`src/design/frc_pkg.sv`:
```
// Package for the field detector, oscillator and regulator control block
package frc_pkg;

  // Clock and timing
  localparam int CLOCK_PERIOD_NS = 40;
  localparam int CA_WINDOW_NS = 20000;
  localparam int CA_WINDOW_CYCLES = CA_WINDOW_NS / CLOCK_PERIOD_NS;
  localparam int ADJ_SETTLE_NS = 1000;
  localparam int ADJ_SETTLE_CYCLES =
    (ADJ_SETTLE_NS + CLOCK_PERIOD_NS - 1) / CLOCK_PERIOD_NS;
  localparam int SEQ_CNT_W = 10;

  // Register byte offsets
  localparam logic [7:0] ADDR_OP_CTRL = 8'h00;
  localparam logic [7:0] ADDR_CONFIG2 = 8'h04;
  localparam logic [7:0] ADDR_THRESH = 8'h08;
  localparam logic [7:0] ADDR_REG_DEF = 8'h0C;
  localparam logic [7:0] ADDR_REG_DISP = 8'h10;
  localparam logic [7:0] ADDR_STATUS = 8'h14;
  localparam logic [7:0] ADDR_IRQ = 8'h18;
  localparam logic [7:0] ADDR_COMMAND = 8'h1C;

  // Operation control fields
  localparam int OP_READY_BIT = 0;
  localparam int OP_NFC_TGT_BIT = 1;
  // Configuration 2 fields
  localparam int CFG_OSC_HALVE_BIT = 0;
  localparam int CFG_MCU_SEL_LSB = 1;
  // Threshold fields
  localparam int THR_TGT_LSB = 0;
  localparam int THR_CA_LSB = 4;
  // Regulator definition fields
  localparam int REG_CODE_LSB = 0;
  localparam int REG_MANUAL_BIT = 4;
  // Status fields
  localparam int ST_FIELD_BIT = 0;
  localparam int ST_OSC_OK_BIT = 1;
  localparam int ST_CA_BUSY_BIT = 2;
  localparam int ST_ADJ_BUSY_BIT = 3;
  // Interrupt source bits
  localparam int IRQ_NFC_BIT = 0;
  localparam int IRQ_COLL_BIT = 1;
  localparam int IRQ_OSC_BIT = 2;
  localparam int IRQ_W = 3;

  // Direct command codes
  localparam logic [7:0] CMD_ADJUST_REG = 8'h01;
  localparam logic [7:0] CMD_START_CA = 8'h02;

  // Supply level codes: 0 is 2.4 V, each step 100 mV
  localparam logic [3:0] LEVEL_MAX = 4'hA;
  localparam logic [3:0] LEVEL_RESET = 4'hA;
  localparam logic [3:0] DISP_OFF = 4'h0;
  // Vdd in 50 mV units above 2.4 V; 250 mV margin is 5 units
  localparam logic [5:0] VDD_MARGIN = 6'h05;

  // Host clock selections (half period in core ticks, less one)
  localparam logic [1:0] MCU_FULL = 2'h0;
  localparam logic [1:0] MCU_HALF = 2'h1;

  // Reset values
  localparam logic [31:0] ZERO_WORD = 32'h0000_0000;

  typedef enum logic [1:0] {
    SEQ_IDLE,
    SEQ_CA,
    SEQ_ADJ
  } frc_seq_type;

  typedef struct packed {
    logic psel;
    logic penable;
    logic pwrite;
    logic [7:0] paddr;
    logic [31:0] pwdata;
  } frc_apb_req_type;

  typedef struct packed {
    logic [31:0] prdata;
    logic pready;
    logic pslverr;
  } frc_apb_rsp_type;

endpackage

```
`src/design/frc_field_osc_regulator.sv`:
```
// Field detector, oscillator divider and regulator control with APB
// Overview of operation
// (RULE1) NFC event interrupt on rising edge of ORed field detector outputs.
// (RULE2) Target and collision thresholds come from separate register fields.
// (RULE3) Target detector enabled only while its operation control bit is set.
// (RULE4) Target detector interrupts on field appearing and on field vanishing.
// (RULE5) Live target detector output readable as field-present status bit.
// (RULE6) Collision avoidance sequence with its detector on precedes each send.
// (RULE7) Field during collision avoidance suppresses send, raises collision irq.
// (RULE8) Target detector held off throughout collision avoidance.
// (RULE9) Oscillator-ready interrupt once amplitude exceeds 750 mVpp.
// (RULE10) Core tick always 13.56 MHz; halved when 27.12 MHz crystal chosen.
// (RULE11) Host clock pin selectable among 13.56, 6.78 and 3.39 MHz; the divider gives 6.78, 3.39 and 1.695 MHz.
// (RULE12) Level 2.4 V to 3.4 V in 100 mV steps, same for both regulators.
// (RULE13) Regulators on when ready bit set or ready pin high.
// (RULE14) Read-only display register shows actual level while operating.
// (RULE15) Display register reads 00 in power-down.
// (RULE16) Level starts at 3.4 V maximum after power-up.
// (RULE17) Adjust command sets level 250 mV below logic supply.
// (RULE18) Manual bit 0 selects automatic level, 1 takes four-bit code.
// (RULE19) Any interrupt sets its source bit and drives interrupt pin high.
// (RULE20) Manual code maps linearly from 2.4 V, saturating at 3.4 V.
// (RULE21) Comparator outputs synchronised, then turned into one-cycle pulses.
//
// Added by the designer: the placing of the registers and the APB interface to the registers.
`timescale 1ns/100ps
`default_nettype none

module frc_field_osc_regulator
  import frc_pkg::*;
(
  input wire logic clock,
  input wire logic sys_rst,
  input wire frc_apb_req_type apbReq,
  output frc_apb_rsp_type apbRsp,
  input wire logic tgtCmpIn,
  input wire logic caCmpIn,
  input wire logic oscAmpOkIn,
  input wire logic readyModeIn,
  input wire logic [5:0] vddLevelIn,
  output logic tgtEnableOut,
  output logic caEnableOut,
  output logic [3:0] tgtThresholdOut,
  output logic [3:0] caThresholdOut,
  output logic txStartOut,
  output logic coreTickOut,
  output logic mcuClkOut,
  output logic regEnableOut,
  output logic [3:0] supplyLevelOut,
  output logic irq_line_out
);

  typedef struct packed {
    // Software settings
    logic readyEn;
    logic nfcTgt;
    logic oscHalve;
    logic [1:0] mcuSel;
    logic [3:0] tgtThr;
    logic [3:0] caThr;
    logic manualSel;
    logic [3:0] supply_level_code;
    logic [3:0] autoLevel;
    // Synchronisers and edge history
    logic tgtS1;
    logic tgtS2;
    logic caS1;
    logic caS2;
    logic oscS1;
    logic oscS2;
    logic comboPrev;
    logic tgtPrev;
    logic oscPrev;
    // Interrupt sources and clock dividers
    logic [IRQ_W-1:0] irq;
    logic halfPhase;
    logic coreTick;
    logic [1:0] mcuCnt;
    logic mcuClk;
    // Sequencer
    frc_seq_type seq;
    logic [SEQ_CNT_W-1:0] seqCnt;
    logic collide;
    logic txStart;
    // Bus answer
    logic [31:0] prdata;
    logic pslverr;
  } frc_state_type;

  frc_state_type q;
  frc_state_type d;

  // Clamp a level code to the top of the range
  function automatic logic [3:0] clampLevel(input logic [3:0] code);
    clampLevel = (code > LEVEL_MAX) ? LEVEL_MAX : code;
  endfunction

  // Vdd minus margin, in 100 mV steps, clamped
  function automatic logic [3:0] autoTarget(input logic [5:0] vdd);
    logic [5:0] diff;
    diff = (vdd > VDD_MARGIN) ? vdd - VDD_MARGIN : 6'h00;
    autoTarget = clampLevel((diff[5:1] > 5'h0F) ? 4'hF : diff[4:1]);
  endfunction

  // Register address is one of the mapped words
  function automatic logic isMapped(input logic [7:0] addr);
    case (addr)
      ADDR_OP_CTRL, ADDR_CONFIG2, ADDR_THRESH, ADDR_REG_DEF,
      ADDR_REG_DISP, ADDR_STATUS, ADDR_IRQ, ADDR_COMMAND: isMapped = 1'b1;
      default: isMapped = 1'b0;
    endcase
  endfunction

  // Bus decode
  logic setupPhase;
  logic accessPhase;
  logic wrStrobe;
  logic rdIrqStrobe;

  // Detector gating and events
  logic caActive;
  logic tgtLive;
  logic caLive;
  logic comboDet;
  logic nfcEvent;
  logic tgtFall;
  logic oscRise;
  logic collEvent;

  // Regulator and interrupt set terms
  logic regOn;
  logic [3:0] levelNow;
  logic [3:0] dispValue;
  logic [IRQ_W-1:0] irqSet;

  // Divider and read data
  logic [1:0] halfTicks;
  logic [31:0] rdWord;

  // Bus phases and strobes
  assign setupPhase = apbReq.psel & ~apbReq.penable;
  assign accessPhase = apbReq.psel & apbReq.penable;
  assign wrStrobe = accessPhase & apbReq.pwrite;
  assign rdIrqStrobe = accessPhase & ~apbReq.pwrite &
    (apbReq.paddr == ADDR_IRQ);

  // Detector gating and event decode
  // Gating the target detector off also reads as the field going away
  assign caActive = (q.seq == SEQ_CA);
  assign tgtLive = q.tgtS2 & q.nfcTgt & ~caActive; // RULE3 RULE8
  assign caLive = q.caS2 & caActive;
  assign comboDet = tgtLive | caLive; // RULE1
  assign nfcEvent = comboDet & ~q.comboPrev; // RULE1 RULE21
  assign tgtFall = ~tgtLive & q.tgtPrev; // RULE4
  assign oscRise = q.oscS2 & ~q.oscPrev; // RULE9 RULE21
  assign collEvent = caLive & ~q.collide; // RULE7

  // Regulator level and display
  assign regOn = q.readyEn | readyModeIn; // RULE13
  assign levelNow = q.manualSel ? clampLevel(q.supply_level_code) // RULE18
                                : q.autoLevel; // RULE20
  assign dispValue = regOn ? levelNow : DISP_OFF; // RULE14 RULE15

  // Interrupt sources
  always_comb begin
    irqSet = '0;
    irqSet[IRQ_NFC_BIT] = nfcEvent | tgtFall; // RULE1 RULE4
    irqSet[IRQ_COLL_BIT] = collEvent; // RULE7
    irqSet[IRQ_OSC_BIT] = oscRise; // RULE9
  end

  // Host clock half period in core ticks, less one
  // Settings 2 and 3 both give the slowest host clock
  always_comb begin
    case (q.mcuSel)
      MCU_FULL: halfTicks = 2'd0;
      MCU_HALF: halfTicks = 2'd1;
      default: halfTicks = 2'd3;
    endcase
  end

  // Read data multiplexer
  always_comb begin
    rdWord = ZERO_WORD;
    case (apbReq.paddr)
      ADDR_OP_CTRL: begin
        rdWord[OP_READY_BIT] = q.readyEn;
        rdWord[OP_NFC_TGT_BIT] = q.nfcTgt;
      end
      ADDR_CONFIG2: begin
        rdWord[CFG_OSC_HALVE_BIT] = q.oscHalve;
        rdWord[CFG_MCU_SEL_LSB +: 2] = q.mcuSel;
      end
      ADDR_THRESH: begin
        rdWord[THR_TGT_LSB +: 4] = q.tgtThr;
        rdWord[THR_CA_LSB +: 4] = q.caThr;
      end
      ADDR_REG_DEF: begin
        rdWord[REG_CODE_LSB +: 4] = q.supply_level_code;
        rdWord[REG_MANUAL_BIT] = q.manualSel;
      end
      ADDR_REG_DISP: rdWord[3:0] = dispValue; // RULE14
      ADDR_STATUS: begin
        rdWord[ST_FIELD_BIT] = tgtLive; // RULE5
        rdWord[ST_OSC_OK_BIT] = q.oscS2;
        rdWord[ST_CA_BUSY_BIT] = caActive;
        rdWord[ST_ADJ_BUSY_BIT] = (q.seq == SEQ_ADJ);
      end
      ADDR_IRQ: rdWord[IRQ_W-1:0] = q.irq;
      default: rdWord = ZERO_WORD;
    endcase
  end

  // Next state
  always_comb begin
    d = q;
    d.txStart = 1'b0;

    // Two-flop synchronisers and edge history
    d.tgtS1 = tgtCmpIn; // RULE21
    d.tgtS2 = q.tgtS1;
    d.caS1 = caCmpIn;
    d.caS2 = q.caS1;
    d.oscS1 = oscAmpOkIn;
    d.oscS2 = q.oscS1;
    d.comboPrev = comboDet;
    d.tgtPrev = tgtLive;
    d.oscPrev = q.oscS2;

    // Core tick: every cycle, or every other for a doubled crystal
    d.halfPhase = q.oscHalve ? ~q.halfPhase : 1'b0; // RULE10
    d.coreTick = ~q.oscHalve | q.halfPhase; // RULE10

    // Host clock divider on core ticks
    if (q.coreTick) begin
      if (q.mcuCnt >= halfTicks) begin
        d.mcuCnt = 2'd0;
        d.mcuClk = ~q.mcuClk; // RULE11
      end else begin
        d.mcuCnt = q.mcuCnt + 2'd1;
      end
    end

    // Register bus: setup captures answer, access commits write
    if (setupPhase) begin
      d.prdata = apbReq.pwrite ? ZERO_WORD : rdWord;
      d.pslverr = ~isMapped(apbReq.paddr);
    end
    if (wrStrobe) begin
      case (apbReq.paddr)
        ADDR_OP_CTRL: begin
          d.readyEn = apbReq.pwdata[OP_READY_BIT];
          d.nfcTgt = apbReq.pwdata[OP_NFC_TGT_BIT];
        end
        ADDR_CONFIG2: begin
          d.oscHalve = apbReq.pwdata[CFG_OSC_HALVE_BIT];
          d.mcuSel = apbReq.pwdata[CFG_MCU_SEL_LSB +: 2];
        end
        ADDR_THRESH: begin
          d.tgtThr = apbReq.pwdata[THR_TGT_LSB +: 4]; // RULE2
          d.caThr = apbReq.pwdata[THR_CA_LSB +: 4]; // RULE2
        end
        ADDR_REG_DEF: begin
          d.supply_level_code = apbReq.pwdata[REG_CODE_LSB +: 4];
          d.manualSel = apbReq.pwdata[REG_MANUAL_BIT]; // RULE18
        end
        default: d.readyEn = q.readyEn;
      endcase
    end

    // Sequencer for collision avoidance and regulator adjust
    case (q.seq)
      SEQ_IDLE: begin
        // Commands only taken while idle
        d.seqCnt = '0;
        d.collide = 1'b0;
        if (wrStrobe && apbReq.paddr == ADDR_COMMAND) begin
          if (apbReq.pwdata[7:0] == CMD_START_CA) begin
            d.seq = SEQ_CA; // RULE6
          end else if (apbReq.pwdata[7:0] == CMD_ADJUST_REG) begin
            d.seq = SEQ_ADJ; // RULE17
          end
        end
      end
      SEQ_CA: begin
        // Any field seen in the window blocks the send
        if (caLive) begin
          d.collide = 1'b1; // RULE7
        end
        if (q.seqCnt == SEQ_CNT_W'(CA_WINDOW_CYCLES - 1)) begin
          d.seq = SEQ_IDLE;
          d.txStart = ~(q.collide | caLive); // RULE6 RULE7
        end else begin
          d.seqCnt = q.seqCnt + 1'b1;
        end
      end
      SEQ_ADJ: begin
        // Supply sampled once the settle time is over
        if (q.seqCnt == SEQ_CNT_W'(ADJ_SETTLE_CYCLES - 1)) begin
          d.seq = SEQ_IDLE;
          d.autoLevel = autoTarget(vddLevelIn); // RULE17 RULE12
        end else begin
          d.seqCnt = q.seqCnt + 1'b1;
        end
      end
      default: d.seq = SEQ_IDLE;
    endcase

    // Sticky sources: read clears, a new event in the same cycle wins
    d.irq = (rdIrqStrobe ? '0 : q.irq) | irqSet; // RULE19
  end

  // State register
  always_ff @(posedge clock or posedge sys_rst) begin
    if (sys_rst) begin
      q <= '0;
      q.seq <= SEQ_IDLE;
      q.autoLevel <= LEVEL_RESET; // RULE16
    end else begin
      q <= d;
    end
  end

  // Bus answer, no wait states
  assign apbRsp.prdata = q.prdata;
  assign apbRsp.pready = accessPhase;
  assign apbRsp.pslverr = accessPhase & q.pslverr;

  // Detector controls
  assign tgtEnableOut = q.nfcTgt & ~caActive; // RULE3 RULE8
  assign caEnableOut = caActive; // RULE6
  assign tgtThresholdOut = q.tgtThr;
  assign caThresholdOut = q.caThr;

  // Send permission and clocks
  assign txStartOut = q.txStart;
  assign coreTickOut = q.coreTick;
  assign mcuClkOut = q.mcuClk;

  // Regulators and interrupt pin
  assign regEnableOut = regOn; // RULE13
  assign supplyLevelOut = levelNow; // RULE12
  assign irq_line_out = |q.irq; // RULE19

endmodule // frc_field_osc_regulator

`default_nettype wire

```
`config.mk`:
```
export PLATFORM = sky130hd
export DESIGN_NAME = frc_field_osc_regulator
export DESIGN_NICKNAME = d
export VERILOG_FILES = /design/src/design/frc_pkg.sv /design/src/design/frc_field_osc_regulator.sv
export SDC_FILE = /design/constraint.sdc
export NUM_CORES = 1
export LEC_CHECK = 0
export ABC_AREA = 0
export BUFFER_PORTS_ARGS = -buffer_cell sky130_fd_sc_hd__buf_2
export CAP_MARGIN = 20
export CORE_ASPECT_RATIO = 0.75
export CORE_MARGIN = 3
export CORE_UTILIZATION = 54
export CTS_BUF_LIST = sky130_fd_sc_hd__clkbuf_4 sky130_fd_sc_hd__clkbuf_8
export CTS_CLUSTER_DIAMETER = 50
export DETAILED_ROUTE_END_ITERATION = 10
export GPL_TIMING_DRIVEN = 0
export PLACE_DENSITY = 0.87
export SLEW_MARGIN = 0
export SYNTH_ARGS = -nofsm -noshare
export SYNTH_HDL_FRONTEND = slang
export SYNTH_SLANG_ARGS = --single-unit
```
`constraint.sdc`:
```
create_clock -name clock -period 2.2 [get_ports clock]
set_clock_uncertainty 0.1 [all_clocks]
set_input_delay 0.44 -clock clock [delete_from_list [all_inputs] [get_ports clock]]
set_output_delay 0.44 -clock clock [all_outputs]
set_load 0.005 [all_outputs]
```
# --- Word-level counts from Yosys, hierarchy flattened ---
# Memory sizes are Yosys's and may differ from the RTL's.
# Cells that the tools add are included.
word_totals:
  output_inout_bits: 53
  elab_cells: 139
  n_memories: 1
  in_bits: 55
  romBits: 32
  reg_bits: 86
mem_list:
  columns: ["name", "words", "word_bits", "read_ports", "rd_ports_with_merged_regs", "wr", "line", "text"]
  rows:
  - ["(no name shown)", 32, 1, 1, 0, 0, "frc_field_osc_regulator.sv:107", "case (addr)"]
op_classes:
  eq_ne: 21
  magnitude_cmp: 5
  add_sub_neg: 3
  mux: 31
  n_reduce_logical: 17
  n_bitwise: 32
op_table:
  columns: ["cell", "count"]
  rows:
  - ["== test 8 x 5 -> 1 bit, second input constant", 4]
  - ["one-hot mux 10 bit (3 select lines)", 1]
  - ["two-way mux 10 bit", 2]
  - ["two-way mux 4 bit", 5]
  - ["== test 8 x 4 -> 1 bit, second input constant", 2]
  - ["bitwise AND 1 bit", 14]
  - ["one-hot mux 2 bit (7 select lines)", 1]
  - ["AND reduction 2 bit", 7]
  - ["two-way mux 2 bit", 6]
  - ["inverter 1 bit", 12]
  - ["adder 10 x 1 -> 10 bit, second input constant", 1]
  - ["== test 10 x 5 -> 1 bit, second input constant", 1]
  - ["== test 10 x 9 -> 1 bit, second input constant", 1]
  - ["== test 8 x 1 -> 1 bit, second input constant", 1]
  - ["== test 8 x 2 -> 1 bit, second input constant", 1]
  - ["== test 8 x 3 -> 1 bit, second input constant", 1]
  - ["> comparator 4 bit, second input constant", 2]
  - ["zero test 8 bit", 1]
  - ["two-way mux 8 bit", 1]
  - ["> comparator 6 x 3 -> 1 bit, second input constant", 1]
  - ["two-way mux 1 bit", 6]
  - ["two-way mux 3 bit", 2]
  - ["two-way mux 6 bit", 1]
  - ["!= test 2 x 1 -> 1 bit, second input constant", 3]
  - ["23 further kinds", 32]

# --- Depth between registers and ports, before layout ---
logic_depth:
  word_depth: 7
  mapped_depth: 9

# --- Least setup slack after synthesis ---
# OpenSTA, ideal clock, no wires.
synth_timing:
  path_kind: "input to register"
  from: "input apbReq[37] in the netlist's numbering"
  to: "register q[52] in the netlist's numbering"
  setup_slack_ps: 166
  path_buffers: 1
  cell_stages: 4
  arrival_time_ps: 1808
  cell_sequence: "or3_1 -> buf_6 -> or4_4 -> a221o_1"
synth_lines:
  columns: ["element", "line", "text"]
  rows:
  - ["start, declared", "frc_field_osc_regulator.sv:34", "input wire frc_apb_req_type apbReq,"]
  - ["end, declared", "frc_field_osc_regulator.sv:90", "frc_state_type q;"]

# --- Final worst setup path ---
layout_timing:
  from: "register q[35] in the netlist's numbering"
  to: "register q[45] in the netlist's numbering"
layout_between:
  elab_chain_len: 3
layout_lines:
  columns: ["element", "line"]
  rows:
  - ["== test 10 x 5 -> 1 bit or == test 10 x 9 -> 1 bit (tied branches)", "frc_field_osc_regulator.sv:299, frc_field_osc_regulator.sv:290"]
  - ["!= test 2 x 1 -> 1 bit (no line)", null]
  - ["AND reduction 4 bit (no line) (*)", null]
# Mark *: on every way between the ends. The rest lies on a longest branch, timed or not.
# A chain may end at the register's enable or synchronous reset.

==> results.toml <==
[pwr]
powerDensity_nw_per_um2 = 719
leakage_nw = 2.23
power.total_w = 0.00318
ir_worst_vdd_v = 0.000558

[route]
vias = 2995
vias_per_cell = 5.46
drt-total-wl_um = 8360
ant_nets = 0
first_iter_violations = 212
drc = 0
dr.pass1.iters = 5
avgRoutedWirePerCell_um = 15.2

[placement]
placement.io_buffers = 57
gp_congestion = 0.934
dp_hpwl_um = 6390
place_inst = 530

[logic_synthesis]
syn_inst = 368
synth-edff-count = 0
ys_seq_area_share_pct = 42.8
synthFlopType = "dfrtp_1"
async_flop_share_pct = 100
yosys_warnings = 0
synth_area_per_cell_um2 = 9.86
synth.distinct_cells = 59
synth_seq_cells = 62
syn-cell-area_um2 = 3630

[setup_path]
path_delay_family = "simple AND/OR/NAND/NOR gates"
crit_buf_inv = 0
start_kind = "flop"
worst_setup_path_end_kind = "flop"
cp_slowest_stage_delay_ns = 0.44
arrival_ns = 2.25
path_cells = "ha_4, nor4bb_4, or3b_1, a22o_1, a21oi_2, mux2i_1"
cp_slowest_cell = "dfrtp_1"
crit_required_ns = 2.36
crit_type = "reg2reg"
worstPathMaxFanout = 4

[floorplanning]
ios = 108
initial_core_util_pct = 56.6
die_y_um = 77
rows = 25
die_area_um2 = 7750
die_x_um = 101
core_area_um2 = 6410

[clocking]
htreeDepth = 3
clk_latency_ns = 0.35
clk_path_buf_depth = 2
numCtsBuffers = 9
ctsHoldBuffers = 0
clock_sinks = 62
tritoncts = "yes"
cts-root-buf = "clkbuf_8"
clkTransAtPathRegs_ns = 0.07

[grt]
grt_max_degree = 43
grt_usage_pct = 22.3
grt_pass1_wl_um = 13700
met3_usage_pct = 7.55
gr-usage-met1_pct = 29.2
grt_pass1_vias = 2876
antenna_found_initial = 0
use_met2_pct = 34.9
grt_overflow = 0
busiest_layer = "met2"

[sta]
period_needed_ns = 2.09
setup_violations = 0
whs_ns = -0.000592
fmax_mhz = 478
worst_pin_slew_ns = 0.643
min_period_over_period_pct = 95.0
slew_headroom_pct = 56.8
maxSlewViolCount = 0
hold_viol = 5

[run_status]
violations = "hold timing"
status = "complete, but fails checks"

[flow_run]
drv_cap = 0

[layout]
final_nets = 528
stdcell_count = 549
area_growth_pct = 21.9
diodes = 0
postLayoutCoreUtil_pct = 69.0
layout-drive-gt1-share_pct = 34.4

[hold_path]
hold_path_class = "in2async"
[worst reg2reg max path, stage by stage (launching register included)]
cell,delay [ns]
dfrtp_1,0.44
ha_4,0.18
nor4bb_4,0.29
or3b_1,0.37
a22o_1,0.25
a21oi_2,0.15
mux2i_1,0.23
[final timing paths]
path	slack, ns	depth (start not counted)	startpoint	end
worst max-delay path	0.11	6	q[35]	q[45]
worst min-delay path	-0.0006	2	sys_rst	q[64]
worst max register to register	0.11	6	q[35]	q[45]
worst min register to register	0.25	0	d[58]	d[55]
max in group asynchronous	1.42	3	sys_rst	apbRsp[3]
min in group clock	0.10	1	caCmpIn	d[60]
[area by class of cell]
| class | instances | area, µm² |
|---|---|---|
| fillers | 500 | 1990 |
| multi-input cells | 262 | 1780 |
| flip-flops and latches | 62 | 1550 |
| plain buffers | 51 | 355 |
| repair buffers | 61 | 328 |
| clock buffers | 9 | 124 |
| clock inverters | 7 | 121 |
| well taps | 81 | 101 |
| inverters | 16 | 60.1 |
[state kept, by name, summed over array words and instances (netlist names)]
name,cells
coreTickOut,1
mcuClkOut,1
apbRsp,8
txStartOut,1
tgtThresholdOut,4
q,39
d,4
caThresholdOut,4
[metal layers]
layer | vias up | part of all wire (%)
met5 | - | 0
met4 | 0 | 1.2
met3 | 12 | 9.3
met1 | 1404 | 44
met2 | 142 | 46
li1 | 1437 | -
[kinds of logic (layout without fill, tap and decap cells)]
logic type,count (synthesis),in the layout,synth area share (%)
compound gates,67,67,12.7
xor+xnor,3,3,0.724
fa+ha+maj,10,10,3.45
buf+inv,67,144,11.4
flops,62,62,42.8
mux,26,26,8.24
other cells,1,24,0.103
simple gates,132,132,20.5
[cells in the mapped netlist, drive strengths merged, types with 2 or more instances]
cell    count  area, µm²
clkbuf      7       26.3
o211ai      3       22.5
nand2      36        135
nand3      13       65.1
o32a        2       20.0
mux2i       4       40.0
o21ai      23        115
mux2       21        236
ha         10        125
nand2b      7       43.8
xor2        2       17.5
a21o        2       15.0
a22oi       3       22.5
nand3b      4       30.0
nor2       14       52.6
nand4b      2       17.5
a22o        9       78.8
nor2b      11       68.8
and3        7       43.8
nand4       6       37.5
dfstp       2       52.6
and2        3       18.8
nor4b       4       47.6
a21oi       9       48.8
nor4        2       27.5
buf        44        329
or3b        2       17.5
or3         4       25.0
o21a        2       15.0
o31ai       4       35.0
dfrtp      60       1500
nor3        8       40.0
inv        16       60.1
or4         3       26.3
or2         3       18.8
[metrics by stage]
stage	area, µm²	worst slack [ns]	TNS, ns	hold slack [ns]
2_1_floorplan	3720	0.122	0	0.231
3_3_place_gp	4100	-0.561	-34.68	0.234
3_5_place_dp	4120	-0.216	-1.61	0.237
4_1_cts	4380	0.0158	0	0.00358
5_1_grt	4420	-0.0272	-0.0378	0.0292
6_report	4420	0.110	0	-0.000592
[power breakdown]
| part | internal, W | switching [W] | total [W] |
|---|---|---|---|
| registers | 0.00123 | 0.0000785 | 0.00130 |
| clock network | 0.000758 | 0.000467 | 0.00122 |
| logic | 0.000299 | 0.000354 | 0.000653 |
| total | 0.00228 | 0.000899 | 0.00318 |
[layout by cell type (no fill, tap or decap), drive strengths merged, types with 3 or more instances in the layout]
cell and n:
conb 24, ha 10, a22o 9, dfrtp 60
buf 105, nor2b 11, or4 3, nand2b 7
and2 3, clkbuf 16, and3 7, a21oi 9
inv 17, nand3 13, nor3 8, nand2 36
nand3b 4, or2 3, mux2i 4, mux2 21
clkinv 3, o31ai 4, a22oi 3, bufinv 3
o211ai 3, nor4b 4, nor2 14, o21ai 23
or3 4, nand4 6
[what timing repair did]
| item | 4_1_cts | 5_1_grt |
|---|---|---|
| gates resized for setup | 0 | 5 |
| setup endpoints to repair | 6 | 6 |
| endpoints found under the hold margin | 0 | 0 |
| pin swaps | 1 | 1 |
| buffers inserted | 2 | 1 |
Note: power is estimated with default switching activity, not from simulation.
